`src/rtl/dtc_pkg.sv`:
```
package dtc_pkg;
    // register indices; the bus byte address is four times the index
    localparam logic [9:0] IDX_CONTROL = 10'h088;
    localparam logic [9:0] IDX_MODE = 10'h089;
    localparam logic [9:0] IDX_ZERO_LOW = 10'h08A;
    localparam logic [9:0] IDX_ONE_LOW = 10'h08B;
    localparam logic [9:0] IDX_ZERO_HIGH = 10'h08C;
    localparam logic [9:0] IDX_ONE_HIGH = 10'h08D;
    localparam logic [9:0] IDX_CLOCK_SEL = 10'h08E;
    localparam logic [7:0] RESET_BYTE = 8'h00;
    // prescaler ratios
    localparam int DIV_FAST = 4;
    localparam int DIV_MID = 12;
    localparam int DIV_SLOW = 48;
    localparam int DIV_EXT = 8;
    // mode encodings
    localparam logic [1:0] MODE_13 = 2'h0;
    localparam logic [1:0] MODE_16 = 2'h1;
    localparam logic [1:0] MODE_RELOAD = 2'h2;
    localparam logic [1:0] MODE_SPLIT = 2'h3;
    localparam logic [1:0] PRE_DIV12 = 2'h0;
    localparam logic [1:0] PRE_DIV4 = 2'h1;
    localparam logic [1:0] PRE_DIV48 = 2'h2;
    localparam logic [1:0] PRE_EXT = 2'h3;
    localparam int LOW13_BITS = 5;
    localparam logic [1:0] RESP_OKAY = 2'h0;
    localparam logic [1:0] RESP_DECERR = 2'h3;
    // synchronised pin slots
    localparam int PIN_T0 = 0;
    localparam int PIN_T1 = 1;
    localparam int PIN_E0 = 2;
    localparam int PIN_E1 = 3;
    localparam int PIN_XCLK = 4;
    localparam int PIN_COUNT = 5;

    typedef struct packed {
        logic timerOneOverflowFlag;
        logic timerOneRun;
        logic timerZeroOverflowFlag;
        logic timerZeroRun;
        logic extIrqOneFlag;
        logic extIrqOneType;
        logic extIrqZeroFlag;
        logic extIrqZeroType;
    } dtc_control_t;

    typedef struct packed {
        logic gating;
        logic countSelect;
        logic [1:0] modeField;
    } dtc_tmode_t;

    typedef struct packed {
        dtc_tmode_t one;
        dtc_tmode_t zero;
    } dtc_mode_t;

    typedef struct packed {
        logic thirdTimerHighClockSel;
        logic thirdTimerLowClockSel;
        logic secondTimerHighClockSel;
        logic secondTimerLowClockSel;
        logic timerOneClockSel;
        logic timerZeroClockSel;
        logic [1:0] prescaleField;
    } dtc_clksel_t;

    typedef struct packed {
        logic ovf;
        logic [7:0] high;
        logic [7:0] low;
    } dtc_count_t;

    typedef enum logic [1:0] {WR_COLLECT = 2'h0, WR_RESP = 2'h1} dtc_wr_t;
    typedef enum logic [1:0] {RD_IDLE = 2'h0, RD_RESP = 2'h1} dtc_rd_t;
endpackage

```
`src/rtl/dtc_timers.sv`:
```
`timescale 1ns/1ps
// Overview of operation
// - timer one overflow sets its flag; vector clears
// - timer zero overflow sets its flag; vector clears
// - run bits enable timers, subject to gating
// - ext one flag: edge clears on vector
// - ext one level mode: flag follows level
// - ext zero flag behaves like ext one
// - type bit: 0 level, 1 edge
// - input polarity comes from outside configuration
// - timer one gate needs ext one active
// - timer zero gate needs ext zero active
// - timer one counts count pin falling edges
// - timer zero counts count pin falling edges
// - timer one modes: 13, 16, reload, off
// - timer zero modes: 13, 16, reload, split
// - timer one clock: prescaled or system
// - timer zero clock: prescaled or system
// - prescale: /12, /4, /48, external /8
// - external divide-by-eight is synchronised first
// - high-byte selects of timers two, three: split only
// - low-byte selects: external select or system clock
// - count bytes readable and writable separately
// - 13-bit mode wraps from all ones, flags
// - reload mode refills low byte from high
// - split high byte runs on timer one run
module dtc_timers
    import dtc_pkg::*;
(
    input wire logic clk,
    input wire logic sys_rst,
    input wire logic ce,
    input wire logic [11:0] s_axi_awaddr,
    input wire logic s_axi_awvalid,
    output logic s_axi_awready,
    input wire logic [31:0] s_axi_wdata,
    input wire logic [3:0] s_axi_wstrb,
    input wire logic s_axi_wvalid,
    output logic s_axi_wready,
    output logic [1:0] s_axi_bresp,
    output logic s_axi_bvalid,
    input wire logic s_axi_bready,
    input wire logic [11:0] s_axi_araddr,
    input wire logic s_axi_arvalid,
    output logic s_axi_arready,
    output logic [31:0] s_axi_rdata,
    output logic [1:0] s_axi_rresp,
    output logic s_axi_rvalid,
    input wire logic s_axi_rready,
    input wire logic timerZeroCountPin,
    input wire logic timerOneCountPin,
    input wire logic extIrqZeroInput,
    input wire logic extIrqOneInput,
    input wire logic extClkPin,
    input wire logic extIrqZeroPolarity,
    input wire logic extIrqOnePolarity,
    input wire logic vecTimerZero,
    input wire logic vecTimerOne,
    input wire logic vecExtZero,
    input wire logic vecExtOne,
    input wire logic secondTimerExtSelect,
    input wire logic thirdTimerExtSelect,
    input wire logic secondTimerSplit,
    input wire logic thirdTimerSplit,
    output logic timerZeroOverflowFlag,
    output logic timerOneOverflowFlag,
    output logic extIrqZeroFlag,
    output logic extIrqOneFlag,
    output logic secondTimerHighTick,
    output logic secondTimerLowTick,
    output logic thirdTimerHighTick,
    output logic thirdTimerLowTick
);
    dtc_control_t ctrlReg;
    dtc_mode_t modeReg;
    dtc_clksel_t clkReg;
    logic [7:0] zLowReg, zHighReg, oLowReg, oHighReg;
    logic [PIN_COUNT-1:0] pinMetaReg, pinSyncReg, pinPrevReg;
    logic [5:0] preCntReg;
    logic [2:0] extCntReg;
    dtc_wr_t wrStateReg;
    dtc_rd_t rdStateReg;
    logic awHeldReg, wHeldReg;
    logic [11:0] awAddrReg;
    logic [7:0] wByteReg;
    logic wLaneReg;

    // 13/16-bit, reload and split stepping shared by both timers
    function automatic dtc_count_t dtcAdvance(input logic [1:0] m,
        input logic [7:0] hi, input logic [7:0] lo);
        dtc_count_t r;
        r.ovf = 1'b0;
        r.high = hi;
        r.low = lo;
        case (m)
            MODE_13:
            begin
                r.ovf = &{hi, lo[LOW13_BITS-1:0]};
                {r.high, r.low[LOW13_BITS-1:0]} =
                    {hi, lo[LOW13_BITS-1:0]} + 1'b1;
            end
            MODE_16:
            begin
                r.ovf = &{hi, lo};
                {r.high, r.low} = {hi, lo} + 1'b1;
            end
            MODE_RELOAD:
            begin
                r.ovf = &lo;
                r.low = (&lo) ? hi : lo + 8'h01;
            end
            default:
            begin
                r.ovf = &lo;
                r.low = lo + 8'h01;
            end
        endcase
        return r;
    endfunction

    // three flops per pin; only the second stage and later are read
    always_ff @(posedge clk or posedge sys_rst)
    begin
        if (sys_rst)
        begin
            pinMetaReg <= '0;
            pinSyncReg <= '0;
            pinPrevReg <= '0;
        end
        else if (ce)
        begin
            pinMetaReg <= {extClkPin, extIrqOneInput, extIrqZeroInput,
                timerOneCountPin, timerZeroCountPin};
            pinSyncReg <= pinMetaReg;
            pinPrevReg <= pinSyncReg;
        end
    end

    logic t0Fall, t1Fall, extRise;
    logic e0Active, e1Active, e0WasActive, e1WasActive;
    assign t0Fall = pinPrevReg[PIN_T0] && !pinSyncReg[PIN_T0];
    assign t1Fall = pinPrevReg[PIN_T1] && !pinSyncReg[PIN_T1];
    assign extRise = !pinPrevReg[PIN_XCLK] && pinSyncReg[PIN_XCLK];
    // polarity 1 means the input is active high
    assign e0Active = pinSyncReg[PIN_E0] == extIrqZeroPolarity;
    assign e1Active = pinSyncReg[PIN_E1] == extIrqOnePolarity;
    assign e0WasActive = pinPrevReg[PIN_E0] == extIrqZeroPolarity;
    assign e1WasActive = pinPrevReg[PIN_E1] == extIrqOnePolarity;

    // one free-running count yields all three system-clock ratios
    always_ff @(posedge clk or posedge sys_rst)
    begin
        if (sys_rst)
            preCntReg <= '0;
        else if (ce)
            preCntReg <= (preCntReg == 6'(DIV_SLOW - 1)) ? '0
                : preCntReg + 6'h01;
    end

    // external clock counted only after synchronisation
    always_ff @(posedge clk or posedge sys_rst)
    begin
        if (sys_rst)
            extCntReg <= '0;
        else if (ce && extRise)
            extCntReg <= extCntReg + 3'h1;
    end

    logic tick4, tick12, tick48, tickExt, tickPre;
    assign tick4 = (preCntReg % 6'(DIV_FAST)) == 6'(DIV_FAST - 1);
    assign tick12 = (preCntReg % 6'(DIV_MID)) == 6'(DIV_MID - 1);
    assign tick48 = preCntReg == 6'(DIV_SLOW - 1);
    assign tickExt = extRise && (extCntReg == 3'(DIV_EXT - 1));

    always_comb
    begin
        case (clkReg.prescaleField)
            PRE_DIV12: tickPre = tick12;
            PRE_DIV4: tickPre = tick4;
            PRE_DIV48: tickPre = tick48;
            default: tickPre = tickExt;
        endcase
    end

    // run, gate and source selection
    logic zeroSplit, zeroGo, zeroHighGo, oneGo, tick0, tick1;
    assign zeroSplit = modeReg.zero.modeField == MODE_SPLIT;
    assign tick0 = modeReg.zero.countSelect ? t0Fall
        : (clkReg.timerZeroClockSel || tickPre);
    assign tick1 = (modeReg.one.countSelect && !zeroSplit) ? t1Fall
        : (clkReg.timerOneClockSel || tickPre);
    assign zeroGo = ctrlReg.timerZeroRun && tick0 &&
        (!modeReg.zero.gating || e0Active);
    // the split high byte keeps the timer-zero clock choice
    assign zeroHighGo = zeroSplit && ctrlReg.timerOneRun &&
        (clkReg.timerZeroClockSel || tickPre);
    // with timer zero split, timer one runs on its mode alone
    assign oneGo = tick1 && (modeReg.one.modeField != MODE_SPLIT) &&
        (zeroSplit || (ctrlReg.timerOneRun &&
        (!modeReg.one.gating || e1Active)));

    // register write strobe, taken once address and data are both held and byte lane zero was strobed
    logic wrDo;
    logic [9:0] wrIdx;
    assign wrDo = (wrStateReg == WR_COLLECT) && awHeldReg && wHeldReg &&
        wLaneReg;
    assign wrIdx = awAddrReg[11:2];

    dtc_count_t zStep, oStep;
    logic [7:0] zLowNext, zHighNext, oLowNext, oHighNext;
    logic t0OvfEvt, t1OvfEvt, t1SplitEvt;

    // next counts; a software write to a byte wins over its step
    always_comb
    begin
        zStep = dtcAdvance(modeReg.zero.modeField, zHighReg, zLowReg);
        oStep = dtcAdvance(modeReg.one.modeField, oHighReg, oLowReg);
        zLowNext = zLowReg;
        zHighNext = zHighReg;
        oLowNext = oLowReg;
        oHighNext = oHighReg;
        t0OvfEvt = 1'b0;
        t1OvfEvt = 1'b0;
        t1SplitEvt = 1'b0;
        if (zeroGo)
        begin
            zLowNext = zStep.low;
            t0OvfEvt = zStep.ovf;
            if (!zeroSplit)
                zHighNext = zStep.high;
        end
        if (zeroHighGo)
        begin
            zHighNext = zHighReg + 8'h01;
            t1SplitEvt = &zHighReg;
        end
        if (oneGo)
        begin
            oLowNext = oStep.low;
            oHighNext = oStep.high;
            t1OvfEvt = oStep.ovf && !zeroSplit;
        end
        if (wrDo && wrIdx == IDX_ZERO_LOW)
            zLowNext = wByteReg;
        if (wrDo && wrIdx == IDX_ZERO_HIGH)
            zHighNext = wByteReg;
        if (wrDo && wrIdx == IDX_ONE_LOW)
            oLowNext = wByteReg;
        if (wrDo && wrIdx == IDX_ONE_HIGH)
            oHighNext = wByteReg;
    end

    // count bytes
    always_ff @(posedge clk or posedge sys_rst)
    begin
        if (sys_rst)
        begin
            zLowReg <= RESET_BYTE;
            zHighReg <= RESET_BYTE;
            oLowReg <= RESET_BYTE;
            oHighReg <= RESET_BYTE;
        end
        else if (ce)
        begin
            zLowReg <= zLowNext;
            zHighReg <= zHighNext;
            oLowReg <= oLowNext;
            oHighReg <= oHighNext;
        end
    end

    // mode and clock select bytes
    always_ff @(posedge clk or posedge sys_rst)
    begin
        if (sys_rst)
        begin
            modeReg <= dtc_mode_t'(RESET_BYTE);
            clkReg <= dtc_clksel_t'(RESET_BYTE);
        end
        else if (ce && wrDo)
        begin
            if (wrIdx == IDX_MODE)
                modeReg <= dtc_mode_t'(wByteReg);
            if (wrIdx == IDX_CLOCK_SEL)
                clkReg <= dtc_clksel_t'(wByteReg);
        end
    end

    // control flags: a hardware set always beats any clear
    dtc_control_t ctrlNext, wCtrl;
    assign wCtrl = dtc_control_t'(wByteReg);
    always_comb
    begin
        ctrlNext = ctrlReg;
        if (wrDo && wrIdx == IDX_CONTROL)
            ctrlNext = wCtrl;
        if (vecTimerOne)
            ctrlNext.timerOneOverflowFlag = 1'b0;
        if (t1OvfEvt || t1SplitEvt)
            ctrlNext.timerOneOverflowFlag = 1'b1;
        if (vecTimerZero)
            ctrlNext.timerZeroOverflowFlag = 1'b0;
        if (t0OvfEvt)
            ctrlNext.timerZeroOverflowFlag = 1'b1;
        // edge mode: vector clears; level mode: flag tracks the active level
        if (vecExtOne && ctrlReg.extIrqOneType)
            ctrlNext.extIrqOneFlag = 1'b0;
        if (ctrlReg.extIrqOneType && e1Active && !e1WasActive)
            ctrlNext.extIrqOneFlag = 1'b1;
        if (!ctrlReg.extIrqOneType)
            ctrlNext.extIrqOneFlag = e1Active;
        if (vecExtZero && ctrlReg.extIrqZeroType)
            ctrlNext.extIrqZeroFlag = 1'b0;
        if (ctrlReg.extIrqZeroType && e0Active && !e0WasActive)
            ctrlNext.extIrqZeroFlag = 1'b1;
        if (!ctrlReg.extIrqZeroType)
            ctrlNext.extIrqZeroFlag = e0Active;
    end

    always_ff @(posedge clk or posedge sys_rst)
    begin
        if (sys_rst)
            ctrlReg <= dtc_control_t'(RESET_BYTE);
        else if (ce)
            ctrlReg <= ctrlNext;
    end

    assign timerOneOverflowFlag = ctrlReg.timerOneOverflowFlag;
    assign timerZeroOverflowFlag = ctrlReg.timerZeroOverflowFlag;
    assign extIrqOneFlag = ctrlReg.extIrqOneFlag;
    assign extIrqZeroFlag = ctrlReg.extIrqZeroFlag;

    // clock enables for timers two and three, registered once
    logic tick2Ext, tick3Ext;
    assign tick2Ext = secondTimerExtSelect ? tickExt : tick12;
    assign tick3Ext = thirdTimerExtSelect ? tickExt : tick12;
    always_ff @(posedge clk or posedge sys_rst)
    begin
        if (sys_rst)
        begin
            secondTimerHighTick <= 1'b0;
            secondTimerLowTick <= 1'b0;
            thirdTimerHighTick <= 1'b0;
            thirdTimerLowTick <= 1'b0;
        end
        else if (ce)
        begin
            secondTimerHighTick <= secondTimerSplit &&
                (clkReg.secondTimerHighClockSel || tick2Ext);
            thirdTimerHighTick <= thirdTimerSplit &&
                (clkReg.thirdTimerHighClockSel || tick3Ext);
            secondTimerLowTick <= clkReg.secondTimerLowClockSel ||
                tick2Ext;
            thirdTimerLowTick <= clkReg.thirdTimerLowClockSel || tick3Ext;
        end
    end

    // write channel: address and data held in either order
    logic wrHit;
    assign wrHit = wrIdx inside {IDX_CONTROL, IDX_MODE, IDX_ZERO_LOW,
        IDX_ONE_LOW, IDX_ZERO_HIGH, IDX_ONE_HIGH, IDX_CLOCK_SEL};
    always_ff @(posedge clk or posedge sys_rst)
    begin
        if (sys_rst)
        begin
            wrStateReg <= WR_COLLECT;
            awHeldReg <= 1'b0;
            wHeldReg <= 1'b0;
            awAddrReg <= '0;
            wByteReg <= RESET_BYTE;
            wLaneReg <= 1'b0;
            s_axi_awready <= 1'b0;
            s_axi_wready <= 1'b0;
            s_axi_bvalid <= 1'b0;
            s_axi_bresp <= RESP_OKAY;
        end
        else if (ce)
        begin
            case (wrStateReg)
                WR_COLLECT:
                begin
                    if (s_axi_awvalid && s_axi_awready)
                    begin
                        awHeldReg <= 1'b1;
                        awAddrReg <= s_axi_awaddr;
                        s_axi_awready <= 1'b0;
                    end
                    else if (!awHeldReg)
                        s_axi_awready <= 1'b1;
                    if (s_axi_wvalid && s_axi_wready)
                    begin
                        wHeldReg <= 1'b1;
                        wByteReg <= s_axi_wdata[7:0];
                        wLaneReg <= s_axi_wstrb[0];
                        s_axi_wready <= 1'b0;
                    end
                    else if (!wHeldReg)
                        s_axi_wready <= 1'b1;
                    if (awHeldReg && wHeldReg)
                    begin
                        awHeldReg <= 1'b0;
                        wHeldReg <= 1'b0;
                        s_axi_bvalid <= 1'b1;
                        s_axi_bresp <= wrHit ? RESP_OKAY : RESP_DECERR;
                        wrStateReg <= WR_RESP;
                    end
                end
                WR_RESP:
                    if (s_axi_bready)
                    begin
                        s_axi_bvalid <= 1'b0;
                        s_axi_awready <= 1'b1;
                        s_axi_wready <= 1'b1;
                        wrStateReg <= WR_COLLECT;
                    end
                default: wrStateReg <= WR_COLLECT;
            endcase
        end
    end

    // read mux; unmapped addresses read zero with a decode error
    logic [7:0] rdByte;
    logic rdHit;
    always_comb
    begin
        rdHit = 1'b1;
        case (s_axi_araddr[11:2])
            IDX_CONTROL: rdByte = ctrlReg;
            IDX_MODE: rdByte = modeReg;
            IDX_ZERO_LOW: rdByte = zLowReg;
            IDX_ONE_LOW: rdByte = oLowReg;
            IDX_ZERO_HIGH: rdByte = zHighReg;
            IDX_ONE_HIGH: rdByte = oHighReg;
            IDX_CLOCK_SEL: rdByte = clkReg;
            default:
            begin
                rdByte = RESET_BYTE;
                rdHit = 1'b0;
            end
        endcase
    end

    always_ff @(posedge clk or posedge sys_rst)
    begin
        if (sys_rst)
        begin
            rdStateReg <= RD_IDLE;
            s_axi_arready <= 1'b0;
            s_axi_rvalid <= 1'b0;
            s_axi_rdata <= '0;
            s_axi_rresp <= RESP_OKAY;
        end
        else if (ce)
        begin
            case (rdStateReg)
                RD_IDLE:
                    if (s_axi_arvalid && s_axi_arready)
                    begin
                        s_axi_arready <= 1'b0;
                        s_axi_rvalid <= 1'b1;
                        s_axi_rdata <= {24'h000000, rdByte};
                        s_axi_rresp <= rdHit ? RESP_OKAY : RESP_DECERR;
                        rdStateReg <= RD_RESP;
                    end
                    else
                        s_axi_arready <= 1'b1;
                RD_RESP:
                    if (s_axi_rready)
                    begin
                        s_axi_rvalid <= 1'b0;
                        s_axi_arready <= 1'b1;
                        rdStateReg <= RD_IDLE;
                    end
                default: rdStateReg <= RD_IDLE;
            endcase
        end
    end
endmodule // dtc_timers

```
`config.mk`:
```
export PLATFORM = sky130hd
export DESIGN_NAME = dtc_timers
export DESIGN_NICKNAME = d
export VERILOG_FILES = /design/src/rtl/dtc_pkg.sv /design/src/rtl/dtc_timers.sv
export SDC_FILE = /design/constraint.sdc
export NUM_CORES = 1
export LEC_CHECK = 0
export BUFFER_PORTS_ARGS = -buffer_cell sky130_fd_sc_hd__buf_4
export CAP_MARGIN = 0
export CORE_UTILIZATION = 53
export CTS_BUF_LIST = sky130_fd_sc_hd__clkbuf_2
export DETAILED_ROUTE_END_ITERATION = 10
export PLACE_DENSITY = 0.79
export SLEW_MARGIN = 5
export SYNTH_ARGS = -nofsm -noshare
export SYNTH_HDL_FRONTEND = slang
export SYNTH_SLANG_ARGS = --single-unit
```
`constraint.sdc`:
```
create_clock -name clk -period 4.05 [get_ports clk]
set_input_delay 0.81 -clock clk [delete_from_list [all_inputs] [get_ports clk]]
set_output_delay 0.81 -clock clk [all_outputs]
set_load 0.03 [all_outputs]
```
[Word-level counts from Yosys, hierarchy flattened]
Cells that the tools add are included.
Operators by class
  $add $sub $neg: 9
  multiply operators: 0
  div/mod/pow operators: 1
  order comparisons: 0
  equality and inequality tests: 43
  shift operators: 0
  multiplexer cells: 70
  bitwise gates (word level): 0
  reductions and logical operators: 105
Operators by type and width (count)
  == test 10 x 8 -> 1 bit, second input constant: 14
  two-way mux 8 bit: 13
  one-hot mux 8 bit (7 select lines): 1
  AND reduction 3 bit: 12
  logical AND 1 bit: 35
  two-way mux 1 bit: 33
  adder 16 x 1 -> 16 bit, second input constant: 2
  one-hot mux 8 bit (2 select lines): 2
  AND reduction 16 bit: 2
  one-hot mux 5 bit (3 select lines): 2
  adder 13 x 1 -> 13 bit, second input constant: 2
  AND reduction 13 bit: 2
  adder 8 x 1 -> 8 bit, second input constant: 3
  AND reduction 8 bit: 3
  AND reduction 4 bit: 5
  one-hot mux 3 bit (3 select lines): 2
  AND reduction 2 bit: 9
  one-hot mux 1 bit (2 select lines): 7
  nonzero test 2 bit: 7
  two-way mux 2 bit: 6
  inequality test 2 bit, second input constant: 6
  nonzero test 3 bit: 4
  == test 2 x 1 -> 1 bit, second input constant: 5
  == test 2 bit, second input constant: 5
  other kinds (20): 46
Word-level totals
  register bits: 128
  latch bits: 0
  memory bits (writable): 0
  memory bits (read-only): 0
  bits of input ports: 83
  output and inout port bits: 49
  word-level logic and storage cells: 279
  memories kept: 0

[Depth between registers and ports, before layout]
  word-level depth: 12
  depth in mapped cells: 11
  mapped depth without buffers: 9

[Worst setup path after synthesis]
Ideal clock, no wire load.
  path kind: input port to flip-flop
  start point: input port s_axi_araddr[8]
  end point: register s_axi_rdata[2]
  library setup time: 77 ps
  arrival time: 2546 ps
  required time: 3973 ps
  path slack: 1427 ps
  cell stages on the path: 7
  buffers on the path: 1
  path through: or4b_1 or4b_1 buf_6 nor3b_4 a22o_1 a21oi_1 o21ai_1
Between the ends
  longest elaborated chain between the ends: 2
  elaborated cells between the ends (all ways): 8
  those cells by class: eq/ne: 7; mux: 1
RTL lines
  start: declaration: line dtc_timers.sv:43  | input wire logic [11:0] s_axi_araddr,
  == test 10 x 8 -> 1 bit: line dtc_timers.sv:427  | case (s_axi_araddr[11:2])
  one-hot mux 8 bit (7 select lines) (*): line dtc_timers.sv:427
  end signal: assignment: line dtc_timers.sv:461  | s_axi_rdata <= {24'h000000, rdByte};
  end: declaration: line dtc_timers.sv:46  | output logic [31:0] s_axi_rdata,
Mark *: on every way between the ends. The rest lies on a longest branch, timed or not.
A chain may end at the register's enable or synchronous reset.

[Worst setup path after layout]
  start point: register preCntReg[4]
  end point: register zLowReg[2]
Between the ends
  longest elaborated chain between the ends: 9
  elaborated cells between the ends (all ways): 10
  those cells by class: div: 1; eq/ne: 2; mux: 2; reduce/logical: 5
RTL lines
  start: declaration: line dtc_timers.sv:79  | logic [5:0] preCntReg;
  start signal: assignment: line dtc_timers.sv:156  | preCntReg <= (preCntReg == 6'(DIV_SLOW - 1)) ? '0
  modulo 6 x 4 -> 6 bit: line dtc_timers.sv:171  | assign tick12 = (preCntReg % 6'(DIV_MID)) == 6'(DIV_MID - 1);
  == test 6 x 4 -> 1 bit: line dtc_timers.sv:171
  one-hot mux 1 bit (3 select lines) (*): line dtc_timers.sv:177  | case (clkReg.prescaleField)
  logical OR 1 bit (*): line dtc_timers.sv:189  | : (clkReg.timerZeroClockSel || tickPre);
  two-way mux 1 bit (*): line dtc_timers.sv:188  | assign tick0 = modeReg.zero.countSelect ? t0Fall
  logical AND 1 bit (*) (2 in series): line dtc_timers.sv:192  | assign zeroGo = ctrlReg.timerZeroRun && tick0 &&
  nonzero test 2 bit (no source line) (*)
  AND reduction 2 bit (no source line) (*)
  end signal: assignment: line dtc_timers.sv:265  | zLowReg <= zLowNext;
  end: declaration: line dtc_timers.sv:77  | logic [7:0] zLowReg, zHighReg, oLowReg, oHighReg;
Marks and branches as above.

==> impl_metrics.py <==
metrics = {
    "outcome": {
        "status": "finished clean",
    },
    "timing": {
        "worst_pin_slew_ns": 0.733,
        "rsz0062_at_grt": "false",
        "setup_ws_ns": 0.918,
        "fin_crit_ns": 3.13,
        "slew_headroom": 0.508,
        "clock.fmax_mhz": 319,
        "fin_skew_ns": 0.0298,
        "hold_violations": 0,
        "finalCritPeriodShare": 0.773,
        "finalSetupViolations": 0,
        "final_max_slew_viol_count": 0,
        "fin_tns_setup_ns": 0,
    },
    "setup_path": {
        "slowest_stage": "o31ai_2",
        "path_class": "register to register",
        "timing.rr.end": "zLowReg[2]",
        "worst-path-max-fanout": 13,
        "timing.rr.start": "preCntReg[4]",
        "slowest_delay_ns": 0.64,
        "crit_top_cell": "a21oi_1",
        "start_kind": "register",
        "cp.required_ns": 4.70,
        "r2r_slack_ns": 0.92,
        "rr_worst_depth": 9,
        "path_cells": "inv_1, ha_1, nor2_1, a311oi_1, a21oi_1, o31ai_2, a21boi_2, a211oi_1, a21oi_1",
        "crit_path_end_kind": "register",
        "cp.arrival_ns": 3.78,
    },
    "clock_tree": {
        "worstSkewPairLatency_ns": 0.72,
        "clock-sinks": 120,
        "post-cts-setup-buffer-count": 0,
        "hold_buffers": 0,
        "cts_tree": "built",
        "cts.htree.levels": 4,
        "cts_buffer_depth": 2,
        "root_buffer": "clkbuf_2",
        "cts_resized": 0,
        "clk_pin_slew_ns": 0.19,
        "numCtsBuffers": 17,
    },
    "cells_and_area": {
        "layout-drive-gt1-share": 0.234,
        "nets": 924,
        "regArea_sq_um": 3000,
        "final_cells": 1013,
        "multi_input_area_sq_um": 4020,
        "final_cell_mix": "dfrtp_1 (120), buf_4 (78), nand2_1 (74)",
        "num-fill-cells": 1157,
        "mostFrequentLayoutCell": "dfrtp_1",
        "n_antenna_cell": 0,
        "final_area_sq_um": 8240,
        "area_delta_synth_final_pct": 11.4,
    },
    "place": {
        "dpl-instance-area_sq_um": 7960,
        "place_ws_ns": 1.01,
        "dp.cells": 981,
        "gp_congestion": 0.954,
        "port_buffers": 76,
        "post-dp-hpwl_um": 14800,
    },
    "synth": {
        "ys_seq_area_frac": 0.406,
        "synth_edf_count": 0,
        "yosys.cell_types.count": 74,
        "synth-seq-cells": 120,
        "yosysWarnings": 0,
        "synth_flop_cell": "dfrtp_1",
        "synth_area_sq_um": 7400,
        "async_flop_share": 1.00,
        "syn_inst": 764,
        "synth_area_per_cell_sq_um": 9.69,
    },
    "global_route": {
        "grt_pass1_vias": 6129,
        "overflow": 0,
        "grt_max_degree": 66,
        "grt_usage": 0.302,
        "grt_pass1_wl_um": 32800,
        "antenna_found_initial": 0,
    },
    "floorplanning": {
        "fp.dieW_um": 120,
        "rows": 42,
        "core-area_sq_um": 13500,
        "die_area_sq_um": 14400,
        "io_pins": 132,
        "die_h_um": 120,
        "initial_utilization": 0.550,
    },
    "detailed_routing": {
        "firstDrtPassIters": 5,
        "drtAntennaViolNets": 0,
        "routed_wl_um": 20500,
        "vias_per_cell": 6.26,
        "drt_iter0_drc": 496,
        "drcViolationCount": 0,
        "wl_per_cell_um": 20.2,
        "num_vias": 6338,
    },
    "worst_hold_path": {
        "hp-class": "input pin to async pin",
    },
    "power": {
        "power.leakage_nw": 3.65,
        "worst_ir_drop_vdd_mv": 0.440,
        "finalPower_mw": 3.50,
        "cellPowerDensity_nw_per_um2": 425,
    },
    "run": {
        "maxCapViolations": 0,
    },
}
[final cells by class]
cell class / count / area share
clock buffer: 18 / 0.0109
inverter: 27 / 0.0126
clock inverter: 14 / 0.0238
sequential: 120 / 0.364
multi-input combinational: 579 / 0.488
tap: 176 / 0.0267
timing repair buffer: 79 / 0.0735
[metrics by stage]
stage	hold WS, ns	util
finish	0.193	0.613
global placement	0.468	0.591
detailed placement	0.480	0.591
global route	0.201	0.613
floorplan	0.453	-
CTS	0.188	0.613
[metal layers]
layer,part of all wire,vias up,track usage
met5,0,-,0
met4,0.034,0,0.141
met2,0.48,303,0.478
met1,0.42,3091,0.393
met3,0.074,53,0.0670
li1,-,2891,-
[cells by family after synthesis]
logic type | Yosys count | share of synthesized area
xor+xnor | 13 | 0.0154
buf+inv | 88 | 0.0621
fa+ha+maj | 17 | 0.0287
mux | 74 | 0.124
simple gates | 248 | 0.179
flops | 120 | 0.406
compound gates | 203 | 0.185
other cells | 1 | 0.000507
[cell usage after synthesis (8+ instances only)]
library cell | number | area, sq um
a21oi_1 | 42 | 210
nand2_1 | 74 | 278
nor2_1 | 42 | 158
nand2b_1 | 9 | 56.3
o21ai_1 | 10 | 50.1
nor3_1 | 24 | 120
xor2_1 | 8 | 70.1
mux4_2 | 8 | 180
clkbuf_1 | 18 | 67.6
buf_4 | 28 | 210
mux2_2 | 61 | 687
nand3b_1 | 8 | 60.1
inv_1 | 27 | 101
nor2b_1 | 10 | 62.6
nor4_1 | 8 | 50.1
nand3_1 | 22 | 110
ha_1 | 17 | 213
a22o_1 | 11 | 96.3
o21ai_0 | 45 | 225
a31oi_1 | 12 | 75.1
dfrtp_1 | 120 | 3000
and3_1 | 12 | 75.1
[report_power, final]
group	internal, mW	switching, mW	leakage, nW
clock network	0.415	0.497	0.163
logic	0.375	0.420	1.95
registers	1.40	0.397	1.54
total	2.19	1.31	3.65
[worst max-delay path: cells and delay by family (launching register included)]
| family | cells | cell delay (ns) |
|---|---|---|
| compound gates | 6 | 2.06 |
| flops | 1 | 0.46 |
| fa+ha+maj | 1 | 0.36 |
| simple gates | 1 | 0.11 |
| buf+inv | 1 | 0.09 |
[state kept, by name, summed over array words and instances (netlist names), 3 cells and up]
name and flops:
pinPrevReg 5, awAddrReg 10, modeReg 8, ctrlReg 4
pinMetaReg 5, oHighReg 8, pinSyncReg 5, extCntReg 3
oLowReg 8, zHighReg 8, preCntReg 6, wByteReg 8
s_axi_rdata 8, clkReg 8, zLowReg 8
[worst max-delay path by stage]
| stage | from | to | slack [ns] | cells past startpoint |
|---|---|---|---|---|
| detailed placement | s_axi_araddr[8] | s_axi_rdata[7] | 1.01 | 7 |
| global route | preCntReg[4] | zLowReg[3] | 0.66 | 8 |
| finish | preCntReg[4] | zLowReg[2] | 0.92 | 9 |
| CTS | preCntReg[4] | zLowReg[2] | 0.97 | 9 |
| global placement | preCntReg[4] | zLowReg[3] | 1.10 | 8 |
| floorplan | sys_rst | awAddrReg[10] | 0.05 | 1 |
Power figures use the tool's default switching activity.
